[src/design/rdmsc_pkg.sv]
package rdmsc_pkg;

    typedef enum logic [1:0] {
        RDMSC_MODE_GFSK,
        RDMSC_MODE_BYTE,
        RDMSC_MODE_TWO,
        RDMSC_MODE_ONE
    } rdmsc_mode_t;

    localparam int BYTE_W        = 8;
    localparam int FIFO_DEPTH    = 4;
    localparam int CLK_MHZ       = 200;
    localparam int GFSK_RATE_MHZ = 1;
    // Clock cycles per GFSK bit at 1 Mbps
    localparam int GFSK_BIT_CYC  = CLK_MHZ / GFSK_RATE_MHZ;
    localparam int CHIPS_LONG    = 64;
    localparam int CHIPS_SHORT   = 32;
    localparam logic [15:0] CRC_POLY = 16'h1021;
    localparam logic [15:0] CRC_INIT = 16'hFFFF;
    localparam logic [7:0]  ACK_BYTE = 8'hA5;
    localparam logic [1:0]  CRC_BYTES = 2'h2;

    typedef struct packed {
        logic [7:0] data;
        logic       last;
    } rdmsc_byte_t;

    typedef struct packed {
        rdmsc_mode_t mode;
        logic        short_code;
    } rdmsc_cfg_t;

    // One transmitted symbol: GFSK bit or spread symbol value
    typedef struct packed {
        logic       gfsk;
        logic [7:0] value;
        logic       short_code;
        logic       crc;
    } rdmsc_sym_t;

endpackage

[src/design/rdmsc_fifo.sv]
`timescale 1ns/1ps
module rdmsc_fifo #(
    parameter int WIDTH = 9,
    parameter int DEPTH = 4
) (
    input  wire logic             I_CLK,   // Clock
    input  wire logic             I_RSTN,  // Sync reset, active low
    input  wire logic [WIDTH-1:0] i_data,  // Write data
    input  wire logic             i_valid, // Write valid
    output logic                  o_ready, // Not full
    output logic [WIDTH-1:0]      o_data,  // Head data
    output logic                  o_valid, // Not empty
    input  wire logic             i_ready  // Read accept
);
    localparam int AW = $clog2(DEPTH);

    typedef struct packed {
        logic [AW-1:0] wp;
        logic [AW-1:0] rp;
        logic [AW:0]   cnt;
    } rdmsc_fifo_st_t;

    rdmsc_fifo_st_t   st_r;
    rdmsc_fifo_st_t   st_nxt;
    logic [WIDTH-1:0] mem_r [DEPTH];
    logic             wr;
    logic             rd;

    assign o_ready = (st_r.cnt != (AW+1)'(DEPTH));
    assign o_valid = (st_r.cnt != '0);
    assign wr      = i_valid && o_ready;
    assign rd      = o_valid && i_ready;
    assign o_data  = mem_r[st_r.rp];

    always_comb
    begin
        st_nxt = st_r;
        if (wr)
        begin
            st_nxt.wp = st_r.wp + 1'b1;
        end
        if (rd)
        begin
            st_nxt.rp = st_r.rp + 1'b1;
        end
        st_nxt.cnt = st_r.cnt + (AW+1)'(wr) - (AW+1)'(rd);
    end

    always_ff @(posedge I_CLK)
    begin
        if (!I_RSTN)
        begin
            st_r <= '0;
        end
        else
        begin
            st_r <= st_nxt;
        end
        if (wr)
        begin
            mem_r[st_r.wp] <= i_data;
        end
    end
endmodule

[src/design/rdmsc_crc.sv]
`timescale 1ns/1ps
module rdmsc_crc (
    input  wire logic [15:0] i_crc,  // Running CRC
    input  wire logic [7:0]  i_byte, // Byte to fold in
    output logic [15:0]      o_crc   // Updated CRC
);
    logic [15:0] c [9];

    assign c[0] = i_crc;
    genvar g;
    generate
        for (g = 0; g < 8; g++)
        begin : g_bit
            logic fb;
            assign fb     = c[g][15] ^ i_byte[7-g];
            assign c[g+1] = {c[g][14:0], 1'b0} ^ (fb ? rdmsc_pkg::CRC_POLY : 16'h0000);
        end
    endgenerate
    assign o_crc = c[8];
endmodule

[src/design/rdmsc_top.sv]
// Function
// - GFSK mode sends unspread data at one megabit per second.
// - Byte-per-symbol mode maps one full byte onto each PN symbol.
// - Two-bit mode maps exactly two data bits onto each PN symbol.
// - One-bit mode maps exactly one data bit onto each PN symbol.
// - Spread modes support 64-chip and 32-chip data PN codes.
// - Data mode codes only what follows the start-of-packet marker.
// - Length, payload and CRC of a packet share one data mode.
// - Symbol mapping for DSSS, chips made outside; CRC16 in every mode, frame end taken from I_RX_LAST.
// - Framed receive takes GFSK, 64-chip byte and 32-chip two-bit symbols, no preselect.
// - Optionally send an acknowledge packet after a valid reception; good frames that end while one is pending share it.
`timescale 1ns/1ps
module rdmsc_top (
    input  wire logic                    I_CLK,          // 200 MHz clock
    input  wire logic                    I_RSTN,         // Sync reset, active low
    input  wire rdmsc_pkg::rdmsc_cfg_t   I_CFG,          // Mode and PN length
    input  wire logic                    I_AUTO_ACK,     // Enable auto acknowledge
    input  wire rdmsc_pkg::rdmsc_byte_t  I_TX_BYTE,      // Length/payload byte
    input  wire logic                    I_TX_VALID,     // Byte valid
    output logic                         O_TX_READY,     // FIFO can take byte
    input  wire logic                    I_SOP_DONE,     // Marker sent, data may start
    output logic                         O_SYM_VALID,    // Symbol presented
    output rdmsc_pkg::rdmsc_sym_t        O_SYM,          // Symbol to modulator
    input  wire logic                    I_SYM_READY,    // Modulator takes symbol
    output logic                         O_BUSY,         // Packet in progress
    input  wire logic                    I_RX_SYM_VALID, // Received symbol
    input  wire rdmsc_pkg::rdmsc_sym_t   I_RX_SYM,       // Despread symbol, mode tagged
    input  wire logic                    I_RX_LAST,      // End of frame detected
    output logic                         O_RX_VALID,     // Received byte pulse
    output logic [7:0]                   O_RX_BYTE,      // Received byte
    output logic                         O_RX_DONE,      // Frame end pulse
    output logic                         O_RX_CRC_OK     // CRC good at frame end
);
    typedef enum logic [2:0] {
        ST_IDLE,
        ST_WAIT_SOP,
        ST_DATA,
        ST_CRC,
        ST_ACK
    } rdmsc_state_t;

    typedef struct packed {
        rdmsc_state_t          state;
        rdmsc_pkg::rdmsc_cfg_t cfg;
        logic [7:0]            sh;
        logic [3:0]            left;
        logic                  last;
        logic [15:0]           crc;
        logic [1:0]            crc_idx;
        logic [7:0]            pace;
        logic                  sym_v;
        rdmsc_pkg::rdmsc_sym_t sym;
        logic [15:0]           rcrc;
        logic [7:0]            rsh;
        logic [3:0]            rcnt;
        logic                  rx_v;
        logic [7:0]            rx_b;
        logic                  rx_done;
        logic                  rx_ok;
        logic                  ack_pend;
    } rdmsc_st_t;

    rdmsc_st_t              st_r;
    rdmsc_st_t              st_nxt;
    rdmsc_pkg::rdmsc_byte_t f_data;
    logic                   f_valid;
    logic                   f_ready;
    logic [15:0]            tx_crc_nxt;
    logic [15:0]            rx_crc_nxt;
    logic [3:0]             bits_per_sym;
    logic [3:0]             rx_bits;
    logic [7:0]             rx_asm;
    logic                   sym_take;
    logic                   rx_byte_done;

    rdmsc_fifo #(
        .WIDTH ($bits(rdmsc_pkg::rdmsc_byte_t)),
        .DEPTH (rdmsc_pkg::FIFO_DEPTH)
    ) u_fifo (
        .I_CLK   (I_CLK),
        .I_RSTN  (I_RSTN),
        .i_data  (I_TX_BYTE),
        .i_valid (I_TX_VALID),
        .o_ready (O_TX_READY),
        .o_data  (f_data),
        .o_valid (f_valid),
        .i_ready (f_ready)
    );

    // Transmit CRC folds in each length/payload byte as it is loaded
    rdmsc_crc u_tx_crc (
        .i_crc  (st_r.crc),
        .i_byte (f_data.data),
        .o_crc  (tx_crc_nxt)
    );

    // Receive CRC folds every byte, CRC included; zero residual is good
    rdmsc_crc u_rx_crc (
        .i_crc  (st_r.rcrc),
        .i_byte (rx_asm),
        .o_crc  (rx_crc_nxt)
    );

    // Data bits carried by one transmitted symbol
    always_comb
    begin
        unique case (st_r.cfg.mode)
            rdmsc_pkg::RDMSC_MODE_GFSK: bits_per_sym = 4'h1;
            rdmsc_pkg::RDMSC_MODE_BYTE: bits_per_sym = 4'h8;
            rdmsc_pkg::RDMSC_MODE_TWO:  bits_per_sym = 4'h2;
            rdmsc_pkg::RDMSC_MODE_ONE:  bits_per_sym = 4'h1;
        endcase
    end

    // Receive width follows the tags on each symbol, no rate preselect.
    // CRC symbols keep the width of the frame they close.
    always_comb
    begin
        rx_asm = st_r.rsh;
        unique case ({I_RX_SYM.gfsk, I_RX_SYM.short_code})
            2'h0:    rx_bits = 4'h8;
            2'h1:    rx_bits = 4'h2;
            default: rx_bits = 4'h1;
        endcase
        if (rx_bits == 4'h8)
        begin
            rx_asm = I_RX_SYM.value;
        end
        else if (rx_bits == 4'h2)
        begin
            rx_asm = {st_r.rsh[5:0], I_RX_SYM.value[1:0]};
        end
        else
        begin
            rx_asm = {st_r.rsh[6:0], I_RX_SYM.value[0]};
        end
    end

    assign f_ready     = (st_r.state == ST_DATA) && (st_r.left == 4'h0) && !st_r.sym_v
                         && !st_r.last;
    assign O_SYM_VALID = st_r.sym_v && (st_r.pace == 8'h00);
    assign sym_take    = O_SYM_VALID && I_SYM_READY;
    // Widened so a stray tag mix cannot wrap the bit count
    assign rx_byte_done = ({1'b0, st_r.rcnt} + {1'b0, rx_bits}) >= 5'h08;
    assign O_SYM       = st_r.sym;
    assign O_BUSY      = (st_r.state != ST_IDLE);
    assign O_RX_VALID  = st_r.rx_v;
    assign O_RX_BYTE   = st_r.rx_b;
    assign O_RX_DONE   = st_r.rx_done;
    assign O_RX_CRC_OK = st_r.rx_ok;

    always_comb
    begin
        st_nxt         = st_r;
        st_nxt.rx_v    = 1'b0;
        st_nxt.rx_done = 1'b0;
        if (st_r.pace != 8'h00)
        begin
            st_nxt.pace = st_r.pace - 8'h01;
        end
        // Symbol taken by modulator; unspread bits then wait one bit time
        if (sym_take)
        begin
            st_nxt.sym_v = 1'b0;
            if (st_r.cfg.mode == rdmsc_pkg::RDMSC_MODE_GFSK)
            begin
                st_nxt.pace = 8'(rdmsc_pkg::GFSK_BIT_CYC - 1);
            end
        end
        unique case (st_r.state)
            ST_IDLE:
            begin
                if (st_r.ack_pend)
                begin
                    // Acknowledge also goes out behind its own marker
                    st_nxt.ack_pend = 1'b0;
                    st_nxt.state    = ST_WAIT_SOP;
                    st_nxt.cfg      = I_CFG;
                    st_nxt.sh       = rdmsc_pkg::ACK_BYTE;
                    st_nxt.left     = 4'h0;
                    st_nxt.last     = 1'b1;
                end
                else if (f_valid)
                begin
                    st_nxt.cfg   = I_CFG;
                    st_nxt.crc   = rdmsc_pkg::CRC_INIT;
                    st_nxt.state = ST_WAIT_SOP;
                    st_nxt.last  = 1'b0;
                end
            end

            ST_WAIT_SOP:
            begin
                // Last set here marks a pending acknowledge, not a data byte
                if (I_SOP_DONE)
                begin
                    st_nxt.state = st_r.last ? ST_ACK : ST_DATA;
                    st_nxt.left  = st_r.last ? 4'h8 : 4'h0;
                    st_nxt.last  = 1'b0;
                end
            end

            ST_DATA, ST_CRC, ST_ACK:
            begin
                if (!st_r.sym_v && st_nxt.sym_v == 1'b0 && st_r.left != 4'h0)
                begin
                    // Emit next symbol of current byte in latched mode
                    st_nxt.sym_v            = 1'b1;
                    st_nxt.sym.gfsk         = (st_r.cfg.mode == rdmsc_pkg::RDMSC_MODE_GFSK);
                    st_nxt.sym.short_code   = st_r.cfg.short_code;
                    st_nxt.sym.crc          = (st_r.state == ST_CRC);
                    if (bits_per_sym == 4'h8)
                    begin
                        st_nxt.sym.value = st_r.sh;
                        st_nxt.left      = 4'h0;
                    end
                    else if (bits_per_sym == 4'h2)
                    begin
                        st_nxt.sym.value = {6'h00, st_r.sh[7:6]};
                        st_nxt.sh        = {st_r.sh[5:0], 2'b00};
                        st_nxt.left      = st_r.left - 4'h2;
                    end
                    else
                    begin
                        st_nxt.sym.value = {7'h00, st_r.sh[7]};
                        st_nxt.sh        = {st_r.sh[6:0], 1'b0};
                        st_nxt.left      = st_r.left - 4'h1;
                    end
                end
                else if (!st_r.sym_v && st_r.left == 4'h0)
                begin
                    if (st_r.state == ST_DATA && !st_r.last && f_valid)
                    begin
                        st_nxt.sh   = f_data.data;
                        st_nxt.left = 4'h8;
                        st_nxt.last = f_data.last;
                        st_nxt.crc  = tx_crc_nxt;
                    end
                    // CRC goes out high byte first, in the packet's own mode
                    else if (st_r.state == ST_DATA && st_r.last)
                    begin
                        st_nxt.state   = ST_CRC;
                        st_nxt.sh      = st_r.crc[15:8];
                        st_nxt.left    = 4'h8;
                        st_nxt.crc_idx = 2'h1;
                    end
                    else if (st_r.state == ST_CRC && st_r.crc_idx != rdmsc_pkg::CRC_BYTES)
                    begin
                        st_nxt.sh      = st_r.crc[7:0];
                        st_nxt.left    = 4'h8;
                        st_nxt.crc_idx = st_r.crc_idx + 2'h1;
                    end
                    // Leave only after the final unspread bit time has run out
                    else if (st_r.state != ST_DATA && st_r.pace == 8'h00)
                    begin
                        st_nxt.state = ST_IDLE;
                    end
                end
            end

            // Unused state codes fall back to idle
            default:
            begin
                st_nxt.state = ST_IDLE;
            end
        endcase

        // Receive side: assemble bytes, fold CRC, flag frame end
        if (I_RX_SYM_VALID)
        begin
            st_nxt.rsh  = rx_asm;
            st_nxt.rcnt = st_r.rcnt + rx_bits;
            if (rx_byte_done)
            begin
                st_nxt.rcnt = 4'h0;
                st_nxt.rcrc = rx_crc_nxt;
                st_nxt.rx_v = !I_RX_SYM.crc;
                st_nxt.rx_b = rx_asm;
            end
        end
        if (I_RX_LAST)
        begin
            st_nxt.rx_done  = 1'b1;
            st_nxt.rx_ok    = (st_nxt.rcrc == 16'h0000);
            st_nxt.rcrc     = rdmsc_pkg::CRC_INIT;
            st_nxt.rcnt     = 4'h0;
            // A new good frame adds to, never cancels, a pending acknowledge
            st_nxt.ack_pend = st_nxt.ack_pend || (I_AUTO_ACK && st_nxt.rx_ok);
        end
    end

    always_ff @(posedge I_CLK)
    begin
        if (!I_RSTN)
        begin
            st_r       <= '0;
            st_r.state <= ST_IDLE;
            // Receive CRC starts from its seed
            st_r.rcrc  <= rdmsc_pkg::CRC_INIT;
        end
        else
        begin
            st_r <= st_nxt;
        end
    end
endmodule

[config.mk]
export PLATFORM = sky130hd
export DESIGN_NAME = rdmsc_top
export DESIGN_NICKNAME = d
export VERILOG_FILES = /design/src/design/rdmsc_pkg.sv /design/src/design/rdmsc_fifo.sv /design/src/design/rdmsc_crc.sv /design/src/design/rdmsc_top.sv
export SDC_FILE = /design/constraint.sdc
export NUM_CORES = 1
export LEC_CHECK = 0
export BUFFER_PORTS_ARGS = -buffer_cell sky130_fd_sc_hd__buf_2
export CAP_MARGIN = 0
export CORE_ASPECT_RATIO = 0.8
export CORE_MARGIN = 3
export CORE_UTILIZATION = 30
export CTS_CLUSTER_SIZE = 20
export DETAILED_ROUTE_END_ITERATION = 7
export GPL_ROUTABILITY_DRIVEN = 0
export HOLD_SLACK_MARGIN = 0.05
export PLACE_DENSITY = 0.45
export SYNTH_ARGS = -nofsm -noshare
export SYNTH_HDL_FRONTEND = slang
export SYNTH_SLANG_ARGS = --single-unit
export TNS_END_PERCENT = 20
[constraint.sdc]
create_clock -name I_CLK -period 4.2 [get_ports I_CLK]
set_input_delay 0.42 -clock I_CLK [delete_from_list [all_inputs] [get_ports I_CLK]]
set_output_delay 0.42 -clock I_CLK [all_outputs]
set_load 0.03 [all_outputs]
==> impl_results.md, run 1 <==
* Status: complete, no violations
* Yosys cell types at 77
* Post-CTS setup buffer count at 0
* Routed Antenna Nets at 0
* Via count at 5399
* Total power draw at between 4000 and 5000 uW
* Clock Latency Late Sink at 0.43 ns
* Post-Synth Adder-Cell Area at 3.24%
* Mux contribution to synthesized area at 8.84%
* Synthesized cell area at approximately 7400 um^2
* DP HPWL at 12.8 mm
* Top_reg_cell synth: dfxtp_1
* Number of flops mapped to enable cells by yosys at 36
* Xor-xnor portion of the synthesized cell area at 8.48%
* Mapped Avg Cell Area at 10.1 um^2
* GRT Util Overall at 13.8%
* DRT iter0 DRCs at 272
* # H-tree levels at 4
* Fin area at 8390 um^2
* Chip height at 147 um
* M2 GR Usage at 20.2%
* I/O pin count at 56
* GRT met1 Usage at 20.3%
* Layout cell share with drive strength beyond 1 at between 15 and 20%
* Core Region at 23800 um^2
* Final hold vios at 0
* Hold Buf Count CTS at 0
* Max-Cap Viols at 0
* Final Skew at 0.0145 ns
* Post-Synth Simple-Gate Area at 15.0%
* VDD IR-drop max at roughly 270 uV
* Ys async rst share at 0%
* Vias/cell at 5.01
* PD cells at 594 nW/um^2
* Kind of critical path: reg2reg
* Rel. slew slack at between 20% and 30%
* RSZ-0062 raised after global routing: false
* CTS tree: yes
* Pre-CTS setup slack at 0.767 ns
* Worst Path Arrival at 3.74 ns
* Max frequency at 292 MHz
* Post-CTS sizing at 0
* TritonCTS Buffers at 17
* Req. time, crit path at roughly 4.5 ns
* Setup TNS at 0 ns
* Largest family of logic cells by synthesized area: compound AO/OA/AOI/OAI gates
* Initial antenna violation count at 0
* Clk slew on worst S/H paths at 0.06 ns
* Slowest CP cell: dfxtp_1
* Max Slew Vio Count at 0
* Number of port buffers at 55
* Gr ovfl total at 0
* Final WS setup at 0.772 ns
* Max incr delay on CP at 0.63 ns
* Post-place instance area at ~7800 um^2
* Grt met3 use at 3.34%
* DRC viols at 0
* Minimum clock period at 3.43 ns
* Syn Inst Count at approximately 730
* Compound-Gate Fraction of Synth Area at ~15%
* Sequential element share of the synthesized area at 43.0%
* Die X at 182 um
* Clk buf depth at 2
* Fin nets at 802
* Most frequent CP cell: inv_1
* Final period util at 81.6%
* Worst-margin pin slew at ~1.1 ns
* 1st-pass router iterations at 4
* Area Overhead vs Synth at 13.3%
* First-pass GRT wire length at 29.5 mm
* CP cell instances: nor4b_1, nand4_1, inv_1, ha_1, inv_1, ha_1, inv_1, fa_1, xnor2_1, xnor2_1, and2_1
* Die footprint at ~27000 um^2
* Routed len/inst at roughly 17 um
* Root Buffer: clkbuf_16
* Largest net degree at the start of global routing at 47
* Hold crit path type: in2reg
* Antenna Cells at 0
* Std-Cell Rows at 50
* Critical path capture point type: flip-flop
* Critical Path Start Type: flip-flop
* Flops & latches, synth at 141
* Setup violators final at 0
* Total clock sinks at 141
* GRT Max-Usage Layer: met1
* Vias in the first global route at approximately 5400
* DRT Wirelength at roughly 18 mm
* YS warnings at 0
* Mapped Nets at 783
* Crit Path Max Fanout at 18
* Leakage at 0.00338 uW
* Starting Density at 31.1%
## per-stage QoR
| stage | util (%) | hold WS, ns | std cells |
|---|---|---|---|
| 2_1_floorplan | - | 0.440 | 734 |
| 3_3_place_gp | 32.7 | 0.450 | 1046 |
| 3_5_place_dp | 32.7 | 0.457 | 1046 |
| 4_1_cts | 35.2 | 0.131 | 1078 |
| 5_1_grt | 35.2 | 0.149 | 1078 |
| 6_report | 35.2 | 0.155 | 1078 |
## placed cells by master, fill, tap and decap left out, drive strengths merged, types with 17 or more instances in the layout
cell,netlist,routed
dfxtp,105,105
nand2,73,73
buf,31,62
nor2,39,39
xnor2,37,37
mux2i,37,37
edfxtp,36,36
o21ai,36,36
inv,27,36
nor2b,30,30
a21oi,29,29
nand3,20,20
o211ai,17,17
clkbuf,31,17
## worst paths after layout
path                         startpoint                        end  slack (ns)  depth (start not counted)
setup / recovery  st_r[95]$_SDFFE_PN0P_  u_fifo.st_r[2]$_SDFF_PN0_        0.77                         11
hold / removal              I_RX_SYM[0]      O_RX_VALID$_SDFF_PN0_        0.15                          2
setup reg to reg  st_r[95]$_SDFFE_PN0P_  u_fifo.st_r[2]$_SDFF_PN0_        0.77                         11
hold reg to reg   O_SYM[9]$_SDFFE_PN0P_      O_SYM[9]$_SDFFE_PN0P_        0.46                          2
## worst max-delay path, delay by kind of cell, from the launching register on
kind	cells	cell delay [ns]
XOR/XNOR	2	0.30
adder cells (fa/ha/maj)	3	0.82
buffers and inverters	3	0.60
flip-flops	1	0.63
AND/OR/NAND/NOR	3	0.98
## kinds of logic (layout without fill, tap and decap cells)
family	Yosys count	after routing
AOI/OAI and AO/OA	162	162
and+or+nand+nor	215	215
buffers and inverters	89	121
xor gates and xnor gates	59	59
muxes	50	50
DFF	141	141
adders and majority gates	18	18
## where the power goes
| part | total, uW | internal (uW) | switching, uW |
|---|---|---|---|
| Clock | 1560 | 897 | 662 |
| Sequential | 1850 | 1620 | 229 |
| Combinational | 1580 | 682 | 902 |
## synthesized netlist by cell type (all sizes together) (5+ instances only)
cell / number / area [um^2]
dfxtp: 105 / 2100
nand2: 73 / 274
nor2: 39 / 149
mux2i: 37 / 395
xnor2: 37 / 332
edfxtp: 36 / 1080
o21ai: 36 / 180
buf: 31 / 226
clkbuf: 31 / 116
nor2b: 30 / 188
a21oi: 29 / 145
inv: 27 / 109
nand3: 20 / 113
o211ai: 17 / 128
a21boi: 16 / 120
ha: 16 / 200
xor2: 16 / 159
o211a: 13 / 130
and2: 10 / 62.6
mux4: 9 / 203
a21o: 7 / 53.8
nand2b: 7 / 43.8
a211o: 6 / 53.8
nor3: 6 / 30.0
a211oi: 5 / 47.5
and3: 5 / 36.3
nand4: 5 / 31.3
## state kept, by name, summed over array words and instances, names as in the netlist, named ones only
register / count
O_SYM: 11
st_r: 74
u_fifo.st_r: 7
O_RX_BYTE: 8
O_RX_DONE: 1
u_fifo.mem_r: 36
O_RX_VALID: 1
O_RX_CRC_OK: 1
## layout make-up
cell class | count | area [um^2]
fill | 2368 | 15400
multi-input combinational | 504 | 3780
sequential | 141 | 3180
clock buffer | 17 | 425
tap | 312 | 390
timing repair buffer | 62 | 328
clock inverter | 15 | 175
inverter | 27 | 109
## layer usage
layer  vias up  routed length (um)
met5         -                   0
met4         0                 210
met3        16                 716
met2        96                7730
met1      2648                9300
li1       2639                   -
Note: power is estimated with default switching activity, not from simulation.
==> run 2, diff against run 1 <==
- clock period: 4.2 -> 3.6 ns (I/O delays scaled with it)
==> run 2 against run 1 <==
- via count is 1.2% lower
- cell count increased by 0.56%
- first-iteration DRC count rose by 2.9%
- global-route usage fell by 0.11 points
- worst setup slack got worse by 0.046 ns
- sequential power is 16% higher
- worst hold slack lost 0.057 ns
- clock skew shrank 0.0012 ns
- non-clock buffer count up 6
- utilization up 0.10 points
==> impl_results.md, run 2 (same netlist as run 1, synthesis figures left out) <==
* Crit Path Max Fanout at 19 (was 18)
* 1st-pass router iterations at 4 (unchanged)
* Commonest non-fill, non-tap cell in the layout: dfxtp_1 (unchanged)
* Largest net degree at the start of global routing at 42 (was 47)
* TritonCTS Buffers at 17 (unchanged)
* Gr ovfl total at 0 (unchanged)
* CP bufs+invs at 4 (was 3)
* Multi-input logic area at 3780 um^2 (unchanged)
* DRT Wirelength at 17.7 mm (was 18.0 mm)
* CP cell instances: buf_2, inv_8, nand2_1, inv_1, ha_1, a2111oi_0, a211oi_2, buf_4, nor2_1, a41oi_1, a2111oi_0, nand4_1, o21ai_1 (was nor4b_1, nand4_1, inv_1, ha_1, inv_1, ha_1, inv_1, fa_1, xnor2_1, xnor2_1, and2_1)
* Top reg by flops: st_r (unchanged)
* Clk slew on worst S/H paths at 0.07 ns (was 0.06 ns)
* Leakage at 0.00340 uW (was 0.00338 uW)
* Switching fraction of total power at 36.1% (was 35.9%)
* Reg area at 3180 um^2 (unchanged)
* Hold Buf Count CTS at 0 (unchanged)
* Post-CTS setup buffer count at 0 (unchanged)
* Max reg flops at 74 (unchanged)
* Req. time, crit path at 3.96 ns (was 4.51 ns)
* Post-CTS sizing at 0 (unchanged)
* DRC viols at 0 (unchanged)
* CTS tree: yes (unchanged)
* DRT iter0 DRCs at 280 (was 272)
* Clock Latency Late Sink at 0.43 ns (about the same)
* Root Buffer: clkbuf_16 (unchanged)
* Vias/cell at 4.92 (was 5.01)
* Routed len/inst at 16.4 um (was 16.7 um)
* Layout cell share with drive strength beyond 1 at 17.1% (was 16.4%)
* Die footprint at 26600 um^2 (unchanged)
* Comb power frac at 32.3% (was 31.8%)
* Starting Density at 31.1% (unchanged)
* Routed Antenna Nets at 0 (unchanged)
* Minimum clock period at 2.87 ns
* Seq pwr share at 37.3% (was 37.0%)
* VDD IR-drop max at 283 uV (was 271 uV)
* Initial antenna violation count at 0 (unchanged)
* First-pass GRT wire length at 29.4 mm (was 29.5 mm)
* Clk buf depth at 2 (unchanged)
* Antenna Cells at 0 (unchanged)
* Die X at 182 um (unchanged)
* Clk pwr share at 30.4% (was 31.2%)
* Std-Cell Rows at 50 (unchanged)
* GRT Util Overall at 13.7% (was 13.8%)
* Fin nets at 808 (was 802)
* Post-place instance area at 7840 um^2 (was 7790 um^2)
* Max Slew Vio Count at 0 (unchanged)
* Commonest non-fill, non-tap cells in the layout: dfxtp_1, nand2_1, buf_2, nor2_1 (unchanged)
* Psw at 2080 uW (was 1790 uW)
* Setup violators final at 0 (unchanged)
* Internal power at 3680 uW (was 3200 uW)
* Fin area at 8420 um^2 (was 8390 um^2)
* Chip height at 147 um (unchanged)
* Slowest CP cell: a2111oi_0 (was dfxtp_1)
* Via count at 5332 (was 5399)
* DP HPWL at 12.7 mm (was 12.8 mm)
* Final Skew at 0.0133 ns (was 0.0145 ns)
* PD cells at 684 nW/um^2 (was 594 nW/um^2)
* Final period util at between 70% and 80%
* I/O pin count at 56 (unchanged)
* Hold crit path type: in2reg (unchanged)
* Total clock sinks at 141 (unchanged)
* Core Region at 23800 um^2 (unchanged)
* Kind of critical path: in2reg (was reg2reg)
* Worst Path Arrival at 3.24 ns (was 3.74 ns)
* Status: complete, no violations (unchanged)
* Total power draw at 5760 uW (was 4990 uW)
* Rel. slew slack at 48.0% (was 28.9%)
* # H-tree levels at 4 (unchanged)
* Final hold vios at 0 (unchanged)
* Final WS setup at 0.726 ns (was 0.772 ns)
* Max frequency at 348 MHz
* Critical Path Start Type: primary input (was flip-flop)
* RSZ-0062 raised after global routing: false (unchanged)
* Worst-margin pin slew at 0.761 ns (was 1.07 ns)
* Pre-CTS setup slack at 0.371 ns (was 0.767 ns)
* Max-Cap Viols at 0 (unchanged)
* Area Overhead vs Synth at 13.7% (was 13.3%)
* Fillers at 2382 (was 2368)
* Setup TNS at 0 ns (unchanged)
* Max incr delay on CP at 0.71 ns (was 0.63 ns)
* Critical path capture point type: flip-flop (unchanged)
* Vias in the first global route at 5447 (was 5387)
* Most frequent CP cell: a2111oi_0 (was inv_1)
* Delay-heaviest family, CP: compound AO/OA/AOI/OAI gates (was simple AND/OR/NAND/NOR gates)
* Number of port buffers at 55 (unchanged)
[run 2: cell count changes in the layout (fill, tap and decap cells not counted), sizes merged]
cell,previous run,this run
buf,62,68
bufinv,2,1
clkinv,1,2
clkinvlp,3,4
inv,36,35
[run 2: worst paths after layout]
| path | start | endpoint | slack (ns) | cells after the start |
|---|---|---|---|---|
| setup / recovery | I_RX_SYM[10] | st_r[0]$_SDFF_PN0_ | 0.73 | 13 |
| hold / removal | I_RX_SYM[0] | O_RX_VALID$_SDFF_PN0_ | 0.1 | 2 |
| setup reg to reg | st_r[80]$_SDFFE_PN0P_ | u_fifo.st_r[2]$_SDFF_PN0_ | 0.80 | 13 |
| hold reg to reg | O_RX_CRC_OK$_SDFFE_PN0P_ | O_RX_CRC_OK$_SDFFE_PN0P_ | 0.46 | 2 |
[run 2: layout make-up]
| type | instances | share of cell area [%] |
|---|---|---|
| inverters | 27 | 1.29 |
| well taps | 312 | 4.64 |
| flip-flops and latches | 141 | 37.8 |
| clock inverters | 15 | 1.84 |
| repair buffers | 68 | 4.43 |
| clock buffers | 17 | 5.05 |
| multi-input cells | 504 | 44.9 |
[run 2: worst register-to-register path, cell delays in order (launching register included)]
cell	delay, ns
dfxtp_1	0.33
inv_1	0.12
ha_1	0.18
nor3b_2	0.45
nand4_1	0.20
inv_1	0.13
ha_1	0.23
inv_1	0.05
ha_1	0.13
inv_1	0.05
fa_1	0.37
xnor2_1	0.15
xnor2_1	0.13
and2_1	0.15
[run 2: power by group through the flow]
stage	clock (uW)	sequential [uW]	combinational, uW
2_1_floorplan	0	2080	1520
3_3_place_gp	0	2160	1820
3_5_place_dp	0	2180	1860
4_1_cts	1810	2150	1880
5_1_grt	1860	2190	2070
6_report	1750	2150	1860
[run 2: metrics by stage]
stage / util [%] / hold WS (ns) / instances
floorplan: - / 0.436 / 734
global placement: 32.9 / 0.451 / 1052
detailed placement: 32.9 / 0.458 / 1052
CTS: 35.3 / 0.0719 / 1084
global route: 35.3 / 0.0978 / 1084
finish: 35.3 / 0.0973 / 1084
[run 2: per-layer routing]
metal / GRT usage [%] / wire length (um)
met5: 0 / 0
met4: 4.61 / 231
met3: 3.21 / 969
met2: 20.7 / 7750
met1: 19.4 / 8780
